==> src/hw/iq_bridge_pkg.sv <==
// Constants shared by the sample bus bridge
package iq_bridge_pkg;
  localparam int          BUS_WIDTH      = 8;
  localparam int          CLK_DIV_HALF   = 1;
  localparam logic [7:0]  DAC_RESET_VAL  = 8'h00;
  localparam logic [7:0]  BUS_RESET_VAL  = 8'h00;
  localparam logic        PHASE_I        = 1'b0;
  localparam logic        PHASE_Q        = 1'b1;
endpackage

==> src/hw/iq_sample_bus_bridge.sv <==
// Bridge between converter samples and an eight bit parallel port
`timescale 1ns/1ps

module iq_sample_bus_bridge #(
  parameter int WIDTH = iq_bridge_pkg::BUS_WIDTH
) (
  input  wire logic             sys_clk_i,
  input  wire logic             srst_i,
  input  wire logic             sample_clk_i,
  input  wire logic [WIDTH-1:0] adc_output_bus_i,
  output logic      [WIDTH-1:0] dac_input_bus_o,
  input  wire logic             direction_rx_i,
  input  wire logic             xfer_enable_i,
  output logic                  xfer_clk_o,
  output logic                  data_valid_o,
  input  wire logic [WIDTH-1:0] data_bus_i,
  output logic      [WIDTH-1:0] data_bus_o,
  output logic      [WIDTH-1:0] data_bus_oe_n_o
);

  // ----------------------------------------
  // Pin synchronisers
  // ----------------------------------------
  // Pins cross into sys_clk_i through two flops before any use
  logic [2:0] samp_s1_q, samp_s1_d, samp_s2_q, samp_s2_d;
  logic       samp_prev_q, samp_prev_d;
  logic [WIDTH-1:0] adc_s1_q, adc_s1_d, adc_s2_q, adc_s2_d;
  logic [WIDTH-1:0] bus_s1_q, bus_s1_d, bus_s2_q, bus_s2_d;

  always_comb begin
    samp_s1_d   = {xfer_enable_i, direction_rx_i, sample_clk_i};
    samp_s2_d   = samp_s1_q;
    samp_prev_d = samp_s2_q[0];
    adc_s1_d    = adc_output_bus_i;
    adc_s2_d    = adc_s1_q;
    bus_s1_d    = data_bus_i;
    bus_s2_d    = bus_s1_q;
  end

  always_ff @(posedge sys_clk_i) begin
    if (srst_i) begin
      samp_s1_q   <= '0;
      samp_s2_q   <= '0;
      samp_prev_q <= 1'b0;
      adc_s1_q    <= '0;
      adc_s2_q    <= '0;
      bus_s1_q    <= '0;
      bus_s2_q    <= '0;
    end else begin
      samp_s1_q   <= samp_s1_d;
      samp_s2_q   <= samp_s2_d;
      samp_prev_q <= samp_prev_d;
      adc_s1_q    <= adc_s1_d;
      adc_s2_q    <= adc_s2_d;
      bus_s1_q    <= bus_s1_d;
      bus_s2_q    <= bus_s2_d;
    end
  end

  logic samp_rise;
  logic samp_fall;
  logic dir_rx;
  logic enable;
  assign samp_rise = samp_s2_q[0] & ~samp_prev_q;
  assign samp_fall = ~samp_s2_q[0] & samp_prev_q;
  assign dir_rx    = samp_s2_q[1];
  assign enable    = samp_s2_q[2];

  // ----------------------------------------
  // Slot decoding
  // ----------------------------------------
  // I rides the rising sample edge, Q the falling one
  function automatic logic slot_of(input logic rise);
    slot_of = rise ? iq_bridge_pkg::PHASE_I : iq_bridge_pkg::PHASE_Q;
  endfunction

  function automatic logic is_i_slot(input logic slot);
    is_i_slot = (slot == iq_bridge_pkg::PHASE_I);
  endfunction

  logic edge_any;
  logic phase_now;

  assign edge_any  = samp_rise | samp_fall;
  assign phase_now = slot_of(samp_rise);

  // ----------------------------------------
  // Transfer clock
  // ----------------------------------------
  // Low for one cycle per sample edge, peripheral samples on rise
  logic clk_q;
  logic clk_d;

  always_comb begin
    clk_d = 1'b1;
    if (edge_any) begin
      clk_d = 1'b0;
    end
  end

  always_ff @(posedge sys_clk_i) begin
    if (srst_i) begin
      clk_q <= 1'b1;
    end else begin
      clk_q <= clk_d;
    end
  end

  // ----------------------------------------
  // Valid and alignment
  // ----------------------------------------
  logic valid_q;
  logic valid_d;
  logic aligned_q;
  logic aligned_d;
  logic phase_q;
  logic phase_d;

  always_comb begin
    valid_d   = valid_q;
    aligned_d = aligned_q;
    phase_d   = phase_q;
    if (edge_any) begin
      phase_d = phase_now;
      if (!enable) begin
        aligned_d = 1'b0;
        valid_d   = 1'b0;
      end else if (!aligned_q) begin
        // Wait for the I slot so the stream starts on I
        aligned_d = is_i_slot(phase_now);
        valid_d   = is_i_slot(phase_now);
      end else if (phase_now == phase_q) begin
        // A lost edge breaks the pairing; only an I may restart it
        aligned_d = is_i_slot(phase_now);
        valid_d   = is_i_slot(phase_now);
      end else begin
        valid_d = 1'b1;
      end
    end
  end

  always_ff @(posedge sys_clk_i) begin
    if (srst_i) begin
      valid_q   <= 1'b0;
      aligned_q <= 1'b0;
      phase_q   <= iq_bridge_pkg::PHASE_I;
    end else begin
      valid_q   <= valid_d;
      aligned_q <= aligned_d;
      phase_q   <= phase_d;
    end
  end

  // ----------------------------------------
  // Receive data
  // ----------------------------------------
  // Byte launches with the clock low edge, stands until the next
  logic [WIDTH-1:0] bus_q;
  logic [WIDTH-1:0] bus_d;

  always_comb begin
    bus_d = bus_q;
    if (edge_any && dir_rx) begin
      bus_d = adc_s2_q;
    end
  end

  always_ff @(posedge sys_clk_i) begin
    if (srst_i) begin
      bus_q <= WIDTH'(iq_bridge_pkg::BUS_RESET_VAL);
    end else begin
      bus_q <= bus_d;
    end
  end

  // ----------------------------------------
  // Transmit data
  // ----------------------------------------
  // Latched as the transfer clock rises, so the byte has settled
  logic [WIDTH-1:0] dac_q;
  logic [WIDTH-1:0] dac_d;

  always_comb begin
    dac_d = dac_q;
    if (!edge_any && !clk_q && !dir_rx && valid_q) begin
      dac_d = bus_s2_q;
    end
  end

  always_ff @(posedge sys_clk_i) begin
    if (srst_i) begin
      dac_q <= WIDTH'(iq_bridge_pkg::DAC_RESET_VAL);
    end else begin
      dac_q <= dac_d;
    end
  end

  // ----------------------------------------
  // Outputs
  // ----------------------------------------
  assign xfer_clk_o      = clk_q;
  assign data_valid_o    = valid_q;
  assign data_bus_o      = bus_q;
  assign data_bus_oe_n_o = {WIDTH{~dir_rx}};
  assign dac_input_bus_o = dac_q;

endmodule

==> config.mk <==
export PLATFORM = sky130hd
export DESIGN_NAME = iq_sample_bus_bridge
export DESIGN_NICKNAME = d
export VERILOG_FILES = /design/src/hw/iq_bridge_pkg.sv /design/src/hw/iq_sample_bus_bridge.sv
export SDC_FILE = /design/constraint.sdc
export NUM_CORES = 1
export LEC_CHECK = 0
export BUFFER_PORTS_ARGS = -buffer_cell sky130_fd_sc_hd__buf_2
export CAP_MARGIN = 10
export CELL_PAD_IN_SITES_DETAIL_PLACEMENT = 1
export CELL_PAD_IN_SITES_GLOBAL_PLACEMENT = 2
export CORE_UTILIZATION = 32
export CTS_CLUSTER_SIZE = 25
export DETAILED_ROUTE_END_ITERATION = 10
export PLACE_DENSITY_LB_ADDON = 0.1
export SYNTH_ARGS = -nofsm -noshare
export SYNTH_HDL_FRONTEND = slang
export SYNTH_SLANG_ARGS = --single-unit
==> constraint.sdc <==
create_clock -name sys_clk_i -period 1.8 [get_ports sys_clk_i]
set_input_delay 0.27 -clock sys_clk_i [delete_from_list [all_inputs] [get_ports sys_clk_i]]
set_output_delay 0.27 -clock sys_clk_i [all_outputs]
set_load 0.03 [all_outputs]
==> flow_metrics.py <==
metrics = {
    "global_routing": {
        "grtUsageTotal": 0.1154,
        "grt_pass1_vias": 1127,
        "grt_first_pass_wirelength_um": 5071,
        "grtUsageMet1": 0.1237,
        "grt_max_degree": 38,
        "grt_use_met3": 0.05119,
        "grt_overflow": 0,
        "grt_busiest_layer": "met2",
        "use_met2": 0.1814,
        "antenna_found_initial": 0,
    },
    "worst_setup_path": {
        "reg2reg_from": "samp_prev_q",
        "crit_end": "data_bus_o[6]",
        "r2r_slack_ps": 310,
        "reg2reg_to": "data_bus_o[6]",
        "critPathLaunch": "samp_prev_q",
        "startpoint_type": "register",
        "critical_path.top_delay_family": "simple AND/OR/NAND/NOR gates",
        "path_depth": 5,
        "criticalPathCategory": "reg2reg",
        "slowest_delay_ps": 420,
        "cp_slowest_cell": "and2b_2",
        "reg2reg_depth": 5,
        "worstSetupEndpointType": "register",
        "worstPathMaxFanout": 8,
        "path_cells": "inv_1 -> ha_1 -> and2b_2 -> mux2i_1 -> nor2_1",
        "cp_num_buf_inv": 1,
        "required_ps": 2000,
        "cp.arrival_ps": 1700,
    },
    "routing": {
        "first_pass_iters": 4,
        "wl_um": 2978,
        "drtAntennaViolNets": 0,
        "vias": 1121,
        "wl_per_cell_um": 10.75,
        "routed_via_density": 4.047,
        "first_iter_violations": 19,
        "drc_errors": 0,
    },
    "clocking": {
        "cts.path.max_buffers": 2,
        "path_clk_slew_ps": 60,
        "post_cts.repair.setup_buffers": 0,
        "cts_sinks": 58,
        "htreeDepth": 3,
        "clkLatencyLatePin_ps": 310,
        "cts_tree": "done",
        "cts-root-buf": "clkbuf_8",
        "cts-buffers-inserted": 9,
        "cts_resized": 0,
        "cts_hold_buf": 0,
    },
    "synthesis": {
        "ys_ff_latch": 58,
        "ys_seq_area_frac": 0.6418,
        "synth_top_area_frac": 0.6418,
        "synth.area.top_cells": "dfxtp_1 (64%), nor2b_1 (14%), mux2i_1 (8.9%), nor2_1 (3.7%), buf_4 (2.9%)",
        "synthArstFlopShare": 0,
        "netlist_top_cells_count": "dfxtp_1 (58), nor2b_1 (40), nor2_1 (18)",
        "yosysMostFrequentCell": "dfxtp_1",
        "syn_avg_cell_area_um2": 11.52,
        "ys_warn_count": 0,
        "netlist-cell-type-count": 17,
        "synth_top_flop_cell": "dfxtp_1",
        "syn_inst": 157,
        "syn_nets": 179,
        "synth_area_um2": 1809,
        "synth_edf_count": 0,
        "synth.largest_area_cell": "dfxtp_1",
    },
    "placed_design": {
        "dp.final_hpwl_um": 2010,
        "placed_cells": 262,
        "gp_congestion": 0.6214,
        "io_buffers": 46,
    },
    "sta": {
        "period_share": 0.8298,
        "max_clock_freq_mhz": 669.5,
        "hold_violations": 0,
        "finalSetupTns_ps": 0,
        "rsz0062_at_grt": "no",
        "slew_violations": 0,
        "relSlewSlack": 0.7261,
        "setup_viol": 0,
        "skew_ps": 3.497,
        "min_period_ps": 1494,
        "tightest_slew_ps": 410.9,
        "whs_ps": 162.7,
    },
    "floorplanning": {
        "fp.dieH_um": 77.19,
        "top_level_ports": 47,
        "start_util": 0.3306,
        "die_w_um": 77.19,
        "core_um2": 5473,
        "rows": 27,
        "die_area_um2": 5958,
    },
    "power": {
        "power.density_nw_per_um2": 1101,
        "power.total_w": 0.002453,
        "vdd_drop_max_mv": 0.4641,
        "p_leak_nw": 0.9478,
    },
    "status": {
        "outcome": "completed",
    },
    "final_layout": {
        "multi_input_area_um2": 540.5,
        "fin_nets": 223,
        "fillers": 636,
        "fin_cells": 277,
        "area_growth_pct": 23.10,
        "fin_util": 0.4070,
        "drive_above_1_share": 0.3122,
        "ff_latch_area_um2": 1161,
        "diodes": 0,
    },
    "hold_path": {
        "holdCritPathClass": "in2reg",
    },
    "job": {
        "max_cap_violations": 0,
    },
}
[how the worst min path moves through the flow]
stage	end	from	cells past startpoint	slack [ps]
2_1_floorplan	adc_s1_q[0]	adc_output_bus_i[0]	1	400
3_3_place_gp	adc_s2_q[0]	adc_s1_q[0]	1	420
3_5_place_dp	bus_s2_q[0]	bus_s1_q[0]	1	420
4_1_cts	bus_s1_q[7]	data_bus_i[7]	2	140
5_1_grt	bus_s1_q[2]	data_bus_i[2]	2	140
6_report	bus_s1_q[6]	data_bus_i[6]	2	160
[stage by stage]
| step | setup slack (ps) | cell area, um2 |
|---|---|---|
| global route | 197.4 | 2227 |
| floorplan | 462.6 | 1809 |
| finish | 306.4 | 2227 |
| detailed placement | 280.2 | 2057 |
| CTS | 274.0 | 2227 |
| global placement | 356.7 | 2057 |
[metal layers]
metal | wire, um | up-vias
li1 | - | 568
met1 | 1338 | 520
met2 | 1471 | 29
met3 | 131 | 4
met4 | 36 | 0
met5 | 0 | -
[power by group]
part / total (W) / internal [W] / switching, W
sequential: 0.00134 / 0.00133 / 0.0000103
combinational: 0.000112 / 0.0000524 / 0.0000598
clock: 0.00100 / 0.000559 / 0.000444
total: 0.00245 / 0.00194 / 0.000514
[registers in the layout, indices dropped and copies added (netlist names)]
name / cells
samp_s2_q: 3
xfer_clk_o: 1
dac_input_bus_o: 8
samp_s1_q: 3
phase_q: 1
adc_s1_q: 8
aligned_q: 1
samp_prev_q: 1
data_bus_o: 8
adc_s2_q: 8
bus_s1_q: 8
bus_s2_q: 8
[logic make-up (layout without fill, tap and decap cells)]
family / after synthesis / count (layout) / synth area share
DFF: 58 / 58 / 0.6418
muxes: 16 / 16 / 0.08852
buffers and inverters: 17 / 65 / 0.05947
AOI/OAI and AO/OA: 3 / 3 / 0.008296
and+or+nand+nor: 62 / 62 / 0.1950
adders and majority gates: 1 / 1 / 0.006915
[placed cells by master (no fill, tap or decap)]
cell,Yosys,routed
and4bb_1,1,1
buf_4,7,1
nor2b_1,40,40
nor2_1,18,18
inv_1,2,2
buf_12,0,1
clkbuf_1,3,1
dfxtp_1,58,58
and2b_2,1,1
or2_2,1,1
buf_2,2,46
nand3b_1,1,1
o21ai_0,1,1
mux2i_1,16,16
a21oi_1,2,2
clkinv_2,0,3
clkbuf_8,0,11
ha_1,1,1
[final cells by class]
| type | count | area share |
|---|---|---|
| clock buffer | 12 | 0.06966 |
| clock inverter | 3 | 0.006742 |
| inverter | 2 | 0.003371 |
| multi-input combinational | 82 | 0.2427 |
| sequential | 58 | 0.5213 |
| tap | 72 | 0.04045 |
| timing repair buffer | 48 | 0.1157 |
Note: power is estimated with default switching activity, not from simulation.
